**config.mk**
```make
export PLATFORM = sky130hd
export DESIGN_NAME = dbs_seq
export DESIGN_NICKNAME = d
export VERILOG_FILES = /design/src/hw/dbs_pkg.sv /design/src/hw/dbs_mem_if.sv /design/src/hw/dbs_seq.sv /design/src/hw/dbs_store.sv
export VERILOG_INCLUDE_DIRS = /design/src /design/src/hw
export SDC_FILE = /design/constraint.sdc
export NUM_CORES = 2
export LEC_CHECK = 0
export BUFFER_PORTS_ARGS = -buffer_cell sky130_fd_sc_hd__buf_4
export CAP_MARGIN = 25
export CORE_MARGIN = 2
export CORE_UTILIZATION = 29
export CTS_CLUSTER_SIZE = 14
export DETAILED_ROUTE_END_ITERATION = 10
export PLACE_DENSITY = 0.54
export SYNTH_ARGS = -nofsm -noshare
export SYNTH_HDL_FRONTEND = slang
export SYNTH_SLANG_ARGS = --single-unit
```
**constraint.sdc**
```tcl
create_clock -name sys_clk_in -period 9.4 [get_ports sys_clk_in]
set_clock_uncertainty 0.15 [all_clocks]
set_input_delay 0 -clock sys_clk_in [delete_from_list [all_inputs] [get_ports sys_clk_in]]
set_output_delay 0 -clock sys_clk_in [all_outputs]
set_load 0.02 [all_outputs]
```
**src/hw/dbs_cfg.svh**
```systemverilog
// Constants for the burst and self refresh sequencer of a DDR2 device
// Behaviour
// Back-to-back reads every 2 clocks (burst 4) or 4 clocks (burst 8) stream gaplessly.
// Back-to-back writes every 2 clocks (burst 4) or 4 clocks (burst 8) stream gaplessly.
// Seamless bursts allowed across same or different banks, if banks are activated.
// Controller precharges all banks before entering self refresh.
// Termination off before self refresh entry; re-enabled only after exit-to-read delay.
// Reads wait the exit-to-read delay after self refresh exit.
// Other commands wait the exit-to-other delay after self refresh exit.
// Write latency is read latency minus one; write data sampled then.
// Read latency is additive latency plus CAS latency, command to first data.
`ifndef DBS_CFG_SVH
`define DBS_CFG_SVH
`define DBS_BANK_W 3
`define DBS_BANKS 8
`define DBS_COL_W 4
`define DBS_WORD_W 16
`define DBS_PIPE_DEPTH 12
`define DBS_LAT_W 4
`define DBS_CNT_W 10
`define DBS_XSRD_CYCLES 200
`define DBS_XSNR_CYCLES 8
`define DBS_LEFT_BL4 2'h1
`define DBS_LEFT_BL8 2'h3
`define DBS_MASK_BL4 4'h1
`define DBS_MASK_BL8 4'h3
`endif

```
**src/hw/dbs_pkg.sv**
```systemverilog
// Types shared by the sequencer and its storage
`include "dbs_cfg.svh"
package dbs_pkg;
	typedef enum logic [3:0] {
		DBS_CMD_NOP = 4'h0,
		DBS_CMD_ACT = 4'h1,
		DBS_CMD_RD = 4'h2,
		DBS_CMD_RDA = 4'h3,
		DBS_CMD_WR = 4'h4,
		DBS_CMD_WRA = 4'h5,
		DBS_CMD_PRE = 4'h6,
		DBS_CMD_PREA = 4'h7,
		DBS_CMD_SRE = 4'h8,
		DBS_CMD_SRX = 4'h9
	} dbs_cmd_t;

	// Gray along active -> self refresh -> exit wait; exit wait -> active flips both bits
	typedef enum logic [1:0] {
		DBS_ST_ACTIVE = 2'h0,
		DBS_ST_SREF = 2'h1,
		DBS_ST_EXIT = 2'h3
	} dbs_sr_t;

	typedef struct packed {
		logic valid;
		logic [`DBS_BANK_W-1:0] bank;
		logic [`DBS_COL_W-1:0] col;
	} dbs_slot_t;

	typedef struct packed {
		dbs_sr_t sr;
		logic [`DBS_BANKS-1:0] open;
		dbs_slot_t [`DBS_PIPE_DEPTH-1:0] rd_pipe;
		dbs_slot_t [`DBS_PIPE_DEPTH-1:0] wr_pipe;
		logic [`DBS_BANK_W-1:0] rd_bank;
		logic [`DBS_COL_W-1:0] rd_col;
		logic [1:0] rd_left;
		logic [`DBS_BANK_W-1:0] wr_bank;
		logic [`DBS_COL_W-1:0] wr_col;
		logic [1:0] wr_left;
		logic [`DBS_CNT_W-1:0] xsrd_cnt;
		logic [`DBS_CNT_W-1:0] xsnr_cnt;
		logic err;
		logic term;
	} dbs_state_t;

	typedef struct packed {
		logic rvalid;
		logic [`DBS_WORD_W-1:0] rdata;
	} dbs_store_state_t;
endpackage : dbs_pkg

```
**src/hw/dbs_mem_if.sv**
```systemverilog
// Port bundle between the sequencer and its storage array
`include "dbs_cfg.svh"
interface dbs_mem_if;
	logic we;
	logic [`DBS_BANK_W+`DBS_COL_W-1:0] waddr;
	logic [`DBS_WORD_W-1:0] wdata;
	logic re;
	logic [`DBS_BANK_W+`DBS_COL_W-1:0] raddr;
	logic [`DBS_WORD_W-1:0] rdata;
	logic rvalid;
	modport seq (output we, output waddr, output wdata, output re, output raddr,
		input rdata, input rvalid);
	modport store (input we, input waddr, input wdata, input re, input raddr,
		output rdata, output rvalid);
endinterface : dbs_mem_if

```
**src/hw/dbs_seq.sv**
```systemverilog
// Command sequencer: burst read/write pipelines and self refresh tracking
`include "dbs_cfg.svh"
module dbs_seq #(
	parameter int XSRD_CYCLES = `DBS_XSRD_CYCLES,
	parameter int XSNR_CYCLES = `DBS_XSNR_CYCLES
) (
	input wire logic sys_clk_in,
	input wire logic rst_in,
	input wire logic [3:0] cmd_in,
	input wire logic [`DBS_BANK_W-1:0] bank_in,
	input wire logic [`DBS_COL_W-1:0] col_in,
	input wire logic burst_length_8_in,
	input wire logic [2:0] additive_latency_in,
	input wire logic [2:0] cas_latency_in,
	input wire logic termination_control_in,
	input wire logic [`DBS_WORD_W-1:0] wr_data_in,
	output logic [`DBS_WORD_W-1:0] rd_data_out,
	output logic rd_valid_out,
	output logic wr_sample_out,
	output logic self_refresh_out,
	output logic termination_on_out,
	output logic cmd_error_out,
	output logic [`DBS_BANKS-1:0] banks_open_out
);
	localparam logic [`DBS_CNT_W-1:0] XSRD_LOAD = `DBS_CNT_W'(XSRD_CYCLES);
	localparam logic [`DBS_CNT_W-1:0] XSNR_LOAD = `DBS_CNT_W'(XSNR_CYCLES);
	localparam logic [`DBS_LAT_W-1:0] TAP_MAX = `DBS_LAT_W'(`DBS_PIPE_DEPTH - 1);

	dbs_pkg::dbs_state_t s_reg;
	dbs_pkg::dbs_state_t s_next;
	dbs_mem_if mem ();

	dbs_store u_store (
		.sys_clk_in(sys_clk_in),
		.rst_in(rst_in),
		.mem(mem.store)
	);

	logic [`DBS_LAT_W-1:0] read_latency;
	logic [`DBS_LAT_W-1:0] tap;
	logic [`DBS_COL_W-1:0] burst_mask;
	logic [1:0] burst_left;
	logic ok;
	logic rd_iss;
	logic wr_iss;
	logic [`DBS_BANK_W-1:0] rd_bank;
	logic [`DBS_COL_W-1:0] rd_col;
	logic [`DBS_BANK_W-1:0] wr_bank;
	logic [`DBS_COL_W-1:0] wr_col;
	dbs_pkg::dbs_slot_t new_rd;
	dbs_pkg::dbs_slot_t new_wr;
	dbs_pkg::dbs_slot_t rd_tap;
	dbs_pkg::dbs_slot_t wr_tap;
	dbs_pkg::dbs_cmd_t cmd;

	// Column advance wraps inside the burst, as a sequential burst order does
	function automatic logic [`DBS_COL_W-1:0] burst_next(input logic [`DBS_COL_W-1:0] c,
			input logic [`DBS_COL_W-1:0] m);
		logic [`DBS_COL_W-1:0] inc;
		inc = c + `DBS_COL_W'(1);
		return (c & ~m) | (inc & m);
	endfunction : burst_next

	always_comb begin
		cmd = dbs_pkg::dbs_cmd_t'(cmd_in);
		read_latency = `DBS_LAT_W'(additive_latency_in) + `DBS_LAT_W'(cas_latency_in);
		// Pipe slot k is k+1 clocks old; read issue one clock early for the array register
		tap = read_latency - `DBS_LAT_W'(2);
		if (tap > TAP_MAX) begin
			tap = TAP_MAX;
		end
		burst_mask = burst_length_8_in ? `DBS_MASK_BL8 : `DBS_MASK_BL4;
		burst_left = burst_length_8_in ? `DBS_LEFT_BL8 : `DBS_LEFT_BL4;
		s_next = s_reg;
		new_rd = '0;
		new_wr = '0;
		ok = 1'b1;

		if (s_reg.xsrd_cnt != '0) begin
			s_next.xsrd_cnt = s_reg.xsrd_cnt - `DBS_CNT_W'(1);
		end
		if (s_reg.xsnr_cnt != '0) begin
			s_next.xsnr_cnt = s_reg.xsnr_cnt - `DBS_CNT_W'(1);
		end
		if (s_reg.sr == dbs_pkg::DBS_ST_EXIT && s_reg.xsrd_cnt <= `DBS_CNT_W'(1)) begin
			s_next.sr = dbs_pkg::DBS_ST_ACTIVE;
		end

		// Refused commands raise the error pulse and change nothing, except a termination refusal, which keeps the command's effect
		case (cmd)
			dbs_pkg::DBS_CMD_NOP: begin
				ok = 1'b1;
			end
			dbs_pkg::DBS_CMD_ACT: begin
				ok = s_reg.sr != dbs_pkg::DBS_ST_SREF && !s_reg.open[bank_in]
					&& s_reg.xsnr_cnt == '0;
				if (ok) begin
					s_next.open[bank_in] = 1'b1;
				end
			end
			dbs_pkg::DBS_CMD_RD, dbs_pkg::DBS_CMD_RDA: begin
				ok = s_reg.sr != dbs_pkg::DBS_ST_SREF && s_reg.open[bank_in]
					&& s_reg.xsrd_cnt == '0;
				if (ok) begin
					new_rd = '{valid: 1'b1, bank: bank_in, col: col_in};
					if (cmd == dbs_pkg::DBS_CMD_RDA) begin
						s_next.open[bank_in] = 1'b0;
					end
				end
			end
			dbs_pkg::DBS_CMD_WR, dbs_pkg::DBS_CMD_WRA: begin
				ok = s_reg.sr != dbs_pkg::DBS_ST_SREF && s_reg.open[bank_in]
					&& s_reg.xsnr_cnt == '0;
				if (ok) begin
					new_wr = '{valid: 1'b1, bank: bank_in, col: col_in};
					if (cmd == dbs_pkg::DBS_CMD_WRA) begin
						s_next.open[bank_in] = 1'b0;
					end
				end
			end
			dbs_pkg::DBS_CMD_PRE: begin
				ok = s_reg.sr != dbs_pkg::DBS_ST_SREF && s_reg.xsnr_cnt == '0;
				if (ok) begin
					s_next.open[bank_in] = 1'b0;
				end
			end
			dbs_pkg::DBS_CMD_PREA: begin
				ok = s_reg.sr != dbs_pkg::DBS_ST_SREF && s_reg.xsnr_cnt == '0;
				if (ok) begin
					s_next.open = '0;
				end
			end
			dbs_pkg::DBS_CMD_SRE: begin
				ok = s_reg.sr == dbs_pkg::DBS_ST_ACTIVE && s_reg.open == '0
					&& !termination_control_in && s_reg.xsnr_cnt == '0;
				if (ok) begin
					s_next.sr = dbs_pkg::DBS_ST_SREF;
				end
			end
			dbs_pkg::DBS_CMD_SRX: begin
				ok = s_reg.sr == dbs_pkg::DBS_ST_SREF;
				if (ok) begin
					s_next.sr = dbs_pkg::DBS_ST_EXIT;
					s_next.xsrd_cnt = XSRD_LOAD;
					s_next.xsnr_cnt = XSNR_LOAD;
				end
			end
			default: begin
				ok = 1'b0;
			end
		endcase

		// Termination stays off from entry until the exit-to-read delay runs out
		if (s_reg.sr != dbs_pkg::DBS_ST_ACTIVE && termination_control_in) begin
			ok = 1'b0;
		end
		s_next.term = termination_control_in && s_reg.sr == dbs_pkg::DBS_ST_ACTIVE;
		s_next.err = !ok;

		s_next.rd_pipe = {s_reg.rd_pipe[`DBS_PIPE_DEPTH-2:0], new_rd};
		s_next.wr_pipe = {s_reg.wr_pipe[`DBS_PIPE_DEPTH-2:0], new_wr};

		// A fresh burst arriving on the clock after the last beat of the previous one gives gapless data
		rd_tap = s_reg.rd_pipe[tap];
		rd_iss = 1'b0;
		rd_bank = s_reg.rd_bank;
		rd_col = s_reg.rd_col;
		s_next.rd_left = 2'h0;
		if (rd_tap.valid) begin
			rd_iss = 1'b1;
			rd_bank = rd_tap.bank;
			rd_col = rd_tap.col;
			s_next.rd_left = burst_left;
		end else if (s_reg.rd_left != 2'h0) begin
			rd_iss = 1'b1;
			rd_col = burst_next(s_reg.rd_col, burst_mask);
			s_next.rd_left = s_reg.rd_left - 2'h1;
		end
		s_next.rd_bank = rd_bank;
		s_next.rd_col = rd_col;

		// Write slot sampled at read latency minus one after the command
		wr_tap = s_reg.wr_pipe[tap];
		wr_iss = 1'b0;
		wr_bank = s_reg.wr_bank;
		wr_col = s_reg.wr_col;
		s_next.wr_left = 2'h0;
		if (wr_tap.valid) begin
			wr_iss = 1'b1;
			wr_bank = wr_tap.bank;
			wr_col = wr_tap.col;
			s_next.wr_left = burst_left;
		end else if (s_reg.wr_left != 2'h0) begin
			wr_iss = 1'b1;
			wr_col = burst_next(s_reg.wr_col, burst_mask);
			s_next.wr_left = s_reg.wr_left - 2'h1;
		end
		s_next.wr_bank = wr_bank;
		s_next.wr_col = wr_col;
	end

	always_ff @(posedge sys_clk_in or posedge rst_in) begin
		if (rst_in) begin
			s_reg <= '0;
		end else begin
			s_reg <= s_next;
		end
	end

	assign mem.re = rd_iss;
	assign mem.raddr = {rd_bank, rd_col};
	assign mem.we = wr_iss;
	assign mem.waddr = {wr_bank, wr_col};
	assign mem.wdata = wr_data_in;

	assign rd_data_out = mem.rdata;
	assign rd_valid_out = mem.rvalid;
	assign wr_sample_out = wr_iss;
	assign self_refresh_out = s_reg.sr == dbs_pkg::DBS_ST_SREF;
	assign termination_on_out = s_reg.term;
	assign cmd_error_out = s_reg.err;
	assign banks_open_out = s_reg.open;
endmodule : dbs_seq

```
**src/hw/dbs_store.sv**
```systemverilog
// Small data array with registered read port
`include "dbs_cfg.svh"
module dbs_store (
	input wire logic sys_clk_in,
	input wire logic rst_in,
	dbs_mem_if.store mem
);
	localparam int AW = `DBS_BANK_W + `DBS_COL_W;
	logic [`DBS_WORD_W-1:0] array_reg [0:(1<<AW)-1];
	dbs_pkg::dbs_store_state_t s_reg;
	dbs_pkg::dbs_store_state_t s_next;

	always_comb begin
		s_next.rvalid = mem.re;
		s_next.rdata = mem.re ? array_reg[mem.raddr] : s_reg.rdata;
	end

	// Array itself has no reset; contents are undefined until written
	always_ff @(posedge sys_clk_in) begin
		if (mem.we) begin
			array_reg[mem.waddr] <= mem.wdata;
		end
	end

	always_ff @(posedge sys_clk_in or posedge rst_in) begin
		if (rst_in) begin
			s_reg <= '0;
		end else begin
			s_reg <= s_next;
		end
	end

	assign mem.rdata = s_reg.rdata;
	assign mem.rvalid = s_reg.rvalid;
endmodule : dbs_store

```
After elaboration in Yosys (flattened, before gate mapping)
Memory sizes are Yosys's and may differ from the RTL's. A register that Yosys moved wholly into a read port is not among the register bits.
Cells that the tools add are included.
{ "word_totals": {"rom_bits": 0, "mem_count": 1, "mem_bits_rw": 2048, "in_bits": 37, "regBits": 243, "latch_bits": 0, "out_inout_bits": 29} }
{ "op_classes": {"n_eq_ne": 19, "div_mod_pow": 0, "n_shift": 0, "addsub": 8, "bitwise_logic": 10, "n_lt_le_gt_ge": 5, "mux": 49, "mul": 0, "reduce_logical": 31} }
{ "memory_table": {"columns": ["memory", "depth", "word_bits", "rd", "rd_ports_with_merged_regs", "write_ports", "line_no", "rtl"], "rows": [
  ["u_store.array_reg", 128, 16, 1, 1, 1, "dbs_store.sv:9", "logic [`DBS_WORD_W-1:0] array_reg [0:(1<<AW)-1];"]
]} }
{ "op_table": {"columns": ["cell", "n"], "rows": [
  ["2-to-1 mux 8 bit", 13],
  ["binary-select mux 8 bit (select 4 bit)", 2],
  ["2-to-1 mux 20 bit", 2],
  ["case mux 8 bit (5 select lines)", 1],
  ["logical NOT 10 bit", 2],
  ["2-to-1 mux 10 bit", 2],
  ["2-to-1 mux 4 bit", 5],
  ["nonzero test 10 bit", 2],
  ["subtractor 10 x 1 -> 10 bit (second input constant)", 2],
  ["2-to-1 mux 2 bit", 9],
  ["== test 4 x 3 -> 1 bit (second input constant)", 4],
  ["inequality test 2 bit (second input constant)", 7],
  ["logical AND 1 bit", 13],
  ["less-or-equal comparator 10 x 1 -> 1 bit (second input constant)", 1],
  ["2-to-1 mux 1 bit", 9],
  ["adder 4 x 1 -> 4 bit (second input constant)", 2],
  ["AND 4 x 2 -> 4 bit", 2],
  ["AND 4 bit", 2],
  ["AND 8 bit", 1],
  ["== test 4 x 2 -> 1 bit (second input constant)", 2],
  ["== test 4 bit (second input constant)", 2],
  ["logical NOT 8 bit", 1],
  ["inverter 8 bit", 1],
  ["OR 4 bit", 2],
  ["25 further kinds", 33]
]} }

Longest topological paths before layout
{ "logic_depth": {"ltp_word": 9, "ltp_mapped": 23, "mapped_depth_nobuf": 17} }

Modules after synthesis
Synthesis repeated with hierarchy kept, for this count alone.
{ "unflattened": {"hier_cells": 4433, "area_unflattened_um2": 89686.0} }
{ "by_module_without_submodules": {"columns": ["module", "seq_area_each_um2", "n_inst", "cells_per_inst", "area_per_inst_um2"], "rows": [
  ["dbs_store", 61924.4, 1, 3724, 80178.1],
  ["dbs_seq", 6055.8, 1, 709, 9507.9]
]} }

Worst setup path after synthesis
OpenSTA, ideal clock, no wires.
{ "synth_path": {"path_kind": "input -> register", "start": "input additive_latency_in[1]", "end": "memory u_store.array_reg[112][0] (netlist name) (enable)", "required_time_ns": 8.862, "arrival_time_ns": 4.433, "path_slack_ns": 4.428, "stages": 18, "path_buffers": 5, "path_cell_list": "inv_1 ha_1 inv_1 ha_1 fa_1 clkbuf_1 buf_2 a21oi_1 buf_6 buf_4 mux2i_1 a21oi_1 a21oi_1 mux2_2 or3_1 nand2b_1 clkbuf_1 nor2_1"} }
{ "synth_lines": {"columns": ["item", "line_no", "rtl"], "rows": [
  ["start: declaration", "dbs_seq.sv:13", "input wire logic [2:0] additive_latency_in,"],
  ["end: declaration", "dbs_store.sv:9", null]
]} }

Final worst setup path
{ "layout_path": {"start": "input cas_latency_in[2]", "end": "register u_store.mem.rdata[11] (netlist name)"} }
{ "layout_between": {"elab_chain_len": 7, "word_cells_on_any_way": 9, "classes_between": "add/sub: 2; order compare: 1; mux: 6"} }
{ "layout_lines": {"columns": ["item", "line_no", "rtl"], "rows": [
  ["start: declaration", "dbs_seq.sv:14", "input wire logic [2:0] cas_latency_in,"],
  ["adder 3 x 3 -> 4 bit (no source line) *", null, null],
  ["subtractor 4 x 2 -> 4 bit *", "dbs_seq.sv:68", "tap = read_latency - `DBS_LAT_W'(2);"],
  ["greater-than comparator 4 bit", "dbs_seq.sv:69", "if (tap > TAP_MAX) begin"],
  ["2-to-1 mux 4 bit *", "dbs_seq.sv:69", null],
  ["binary-select mux 8 bit (select 4 bit) *", "dbs_seq.sv:164", "rd_tap = s_reg.rd_pipe[tap];"],
  ["2-to-1 mux 8 bit (not written as such) *", "dbs_seq.sv:164", null],
  ["2-to-1 mux 4 bit (tied with other cells)", "dbs_seq.sv:169", "if (rd_tap.valid) begin"]
]} }
Mark *: on every way between the ends. The rest lies on a longest branch, timed or not. The select of a mux whose other input is x is not followed.
A chain may end at the register's enable or synchronous reset.

==> qor.txt <==
global-route wire length before repair -> 369.8 mm
largest net degree at the start of global routing -> 122
layout cells sized above 1 -> 12.01%
routed wire length -> 259.2 mm
Tcrit/Tclk final -> 67.61%
Synth Warn # -> 0
Syn Area/Cell -> 15.16 sq um
GRT Resource Usage Total -> 15.91%
post-DP HPWL -> 154.6 mm
row count -> 204
Peak VDD IR -> 148.0 uV
Tightest Pin Transition -> 1285 ps
WL/cell -> 24.78 um
worst rel slew slack -> 13.73%
CTS tree -> done
area delta synth->final -> 15.49%
grt met3 use -> 2.596%
Fin. Hold Viols -> 0
DIE HEIGHT -> 560.6 um
critical path launch point type -> input pin
min-delay worst type -> input pin to flip-flop
I/O Buffers -> 65
Crit path largest cell delay -> 740 ps
clk root buf -> clkbuf_16
GR met2 Demand/Resource -> 25.11%
deepest clock path buffer count -> 4
crit-path max FO -> 99
Fin Setup TNS -> 0 ps
Cells after Synth -> 5926
Arrival @ worst endpoint -> 6920 ps
vias in the first global route -> 50510
status -> complete, no violations
library cells used by synthesis -> 77
global placement routability congestion -> 0.8762
power per cell area -> 228.8 nW/um^2
met1 Usage GRT -> 21.81%
max cap viols -> 0
R2R Setup Slk -> 3490 ps
RSZ-0062 raised after global routing -> no
# DRC -> 0
max frequency -> 157.3 MHz
Required @ worst endpoint -> 9970 ps
Synth Flop Type -> edfxtp_1
critical path's slowest cell -> fa_2
DIE WIDTH -> 560.6 um
number of enable flip-flop cells after synthesis -> 2048
Synth async-reset ratio -> 11.23%
Crit. End Element -> flip-flop
drt first pass iters -> 7
nets -> 6192
max reg flops -> 2048
Mapped Nets -> 5971
# clock sinks -> 2307
gr ovfl total -> 0
initial antenna violation count -> 13
Std-Cell Core Area -> 308600 sq um
Yosys reg bits -> 2307
Non-Filler Instances -> 10460
Final setup viols -> 0
Die ar. -> 314300 sq um
crit path time final -> 6356 ps
First DRT Iteration DRCs -> 5872
Final Slew Violations -> 0
H-tree levels -> 4
# IOs -> 66
sequential element share of the synthesized area -> 75.66%
P_leak -> 34.40 nW
Vias/cell -> 5.015
critical path class -> input pin to flip-flop
post-route ant nets -> 0
CTS buffer count -> 231
via count -> 52460
Worst-Skew Late Latency -> 930 ps
Worst-path clk slew -> 60 ps
crit-path cells -> dlygate4sd3_1, buf_4, inv_1, ha_1, inv_1, fa_2, a21oi_1, nor2_1, a32oi_1, o21a_2, o21a_4, inv_8, buf_12, buf_4, nand2_1, a21oi_1, nor4_1, a21oi_1, a311oi_1, buf_4, o41ai_2
dpl cells -> 9974
busiest layer in global routing -> met2
Initial Util -> 29.11%
Post-Syn Area -> 89840 sq um
post_cts resized -> 0
repair_timing:
item,CTS,global route
buffers inserted,0,0
hold buffers,57,0
endpoints found under the hold margin,1283,0
cell families after synthesis:
family | share of synthesized area, %
flops | 75.66
simple gates | 8.846
compound gates | 6.233
mux | 6.612
buf+inv | 2.340
xor+xnor | 0.1852
fa+ha+maj | 0.1198
worst paths after layout:
path | endpoint | from | cells after the start
worst max register to register | u_store.mem.rdata[11]$_DFFE_PP0P_ | s_next[183]$_DFF_PP0_ | 14
worst max-delay path | u_store.mem.rdata[11]$_DFFE_PP0P_ | cas_latency_in[2] | 21
worst min-delay path | u_store.array_reg[38][11]$_DFFE_PP_ | wr_data_in[11] | 2
worst min register to register | s_next[195]$_DFF_PP0_ | s_next[187]$_DFF_PP0_ | 0
min in group asynchronous | s_next[150]$_DFF_PP0_ | rst_in | 4
max in group asynchronous | s_reg[34]$_DFF_PP0_ | rst_in | 7
area by class of cell:
cell class | count | area (sq um)
Inverter | 34 | 142.6
Tap cell | 4120 | 5155
Clock buffer | 290 | 6150
Timing Repair Buffer | 354 | 3090
Fill cell | 29620 | 204800
Clock inverter | 130 | 1290
Antenna cell | 7 | 17.52
Multi-Input combinational cell | 3219 | 19940
Sequential cell | 2307 | 67980
critical path: cells and delay by family:
kind	cells	cell delay, ps
buffers and inverters	8	2070
and+or+nand+nor	3	910
adders and majority gates	2	950
AOI/OAI and AO/OA	8	2800
synthesized netlist by cell type (24+ instances only):
cell      count  share of area [%]
o21ai_0      32               0.18
nand4_1      47               0.33
a311oi_1     26               0.25
buf_6        27               0.34
buf_2       158               0.88
nand3_1     214                1.2
o22ai_1     119               0.83
mux2i_1     544                6.1
and2_1       24               0.17
a222oi_1     92                1.0
nand2_1    1108                4.6
nor4_1       49               0.34
or4b_1       24               0.27
a21oi_1     352                2.0
buf_4        50               0.42
a32oi_1      47               0.46
dfrtp_1     259                7.2
nor2_1      180               0.75
inv_1        32               0.13
edfxtp_1   2048                 68
or4b_2       32               0.36
clkbuf_1    109               0.46
and3_1       47               0.33
per-layer routing:
layer  vias to the layer above  share of wire, %
li1                      23010                 -
met1                     27000                42
met2                      2040                46
met3                       412               7.1
met4                         4               4.2
met5                         -            0.0081
stage by stage:
step	power [mW]	utilization (%)	hold slack [ps]	worst slack (ps)	area, sq um
2_1_floorplan	13.49	-	-51.13	2123	89840
3_3_place_gp	14.78	30.95	8.711	2024	95500
3_5_place_dp	14.81	31.00	42.04	2380	95670
4_1_cts	23.92	33.60	30.91	3038	103700
5_1_grt	24.46	33.62	54.56	2802	103700
6_report	23.74	33.62	57.25	3044	103800
report_power, final:
part	switching [mW]	leakage, nW	total, mW	internal (mW)
combinational	2.19	8.86	3.10	0.905
clock	3.91	3.64	9.13	5.23
sequential	0.163	21.9	11.5	11.3
cell usage in the layout, fill, tap and decap left out, types with 49 or more instances in the layout:
| cell type | instances |
|---|---|
| a21oi_1 | 350 |
| a222oi_1 | 92 |
| buf_4 | 266 |
| clkbuf_16 | 231 |
| clkinv_1 | 50 |
| dfrtp_1 | 259 |
| dlygate4sd3_1 | 57 |
| edfxtp_1 | 2048 |
| mux2i_1 | 544 |
| nand2_1 | 1108 |
| nand3_1 | 214 |
| nor2_1 | 154 |
| nor4_1 | 49 |
| o22ai_1 | 119 |
No activity file was read; power rests on OpenSTA's default activity.
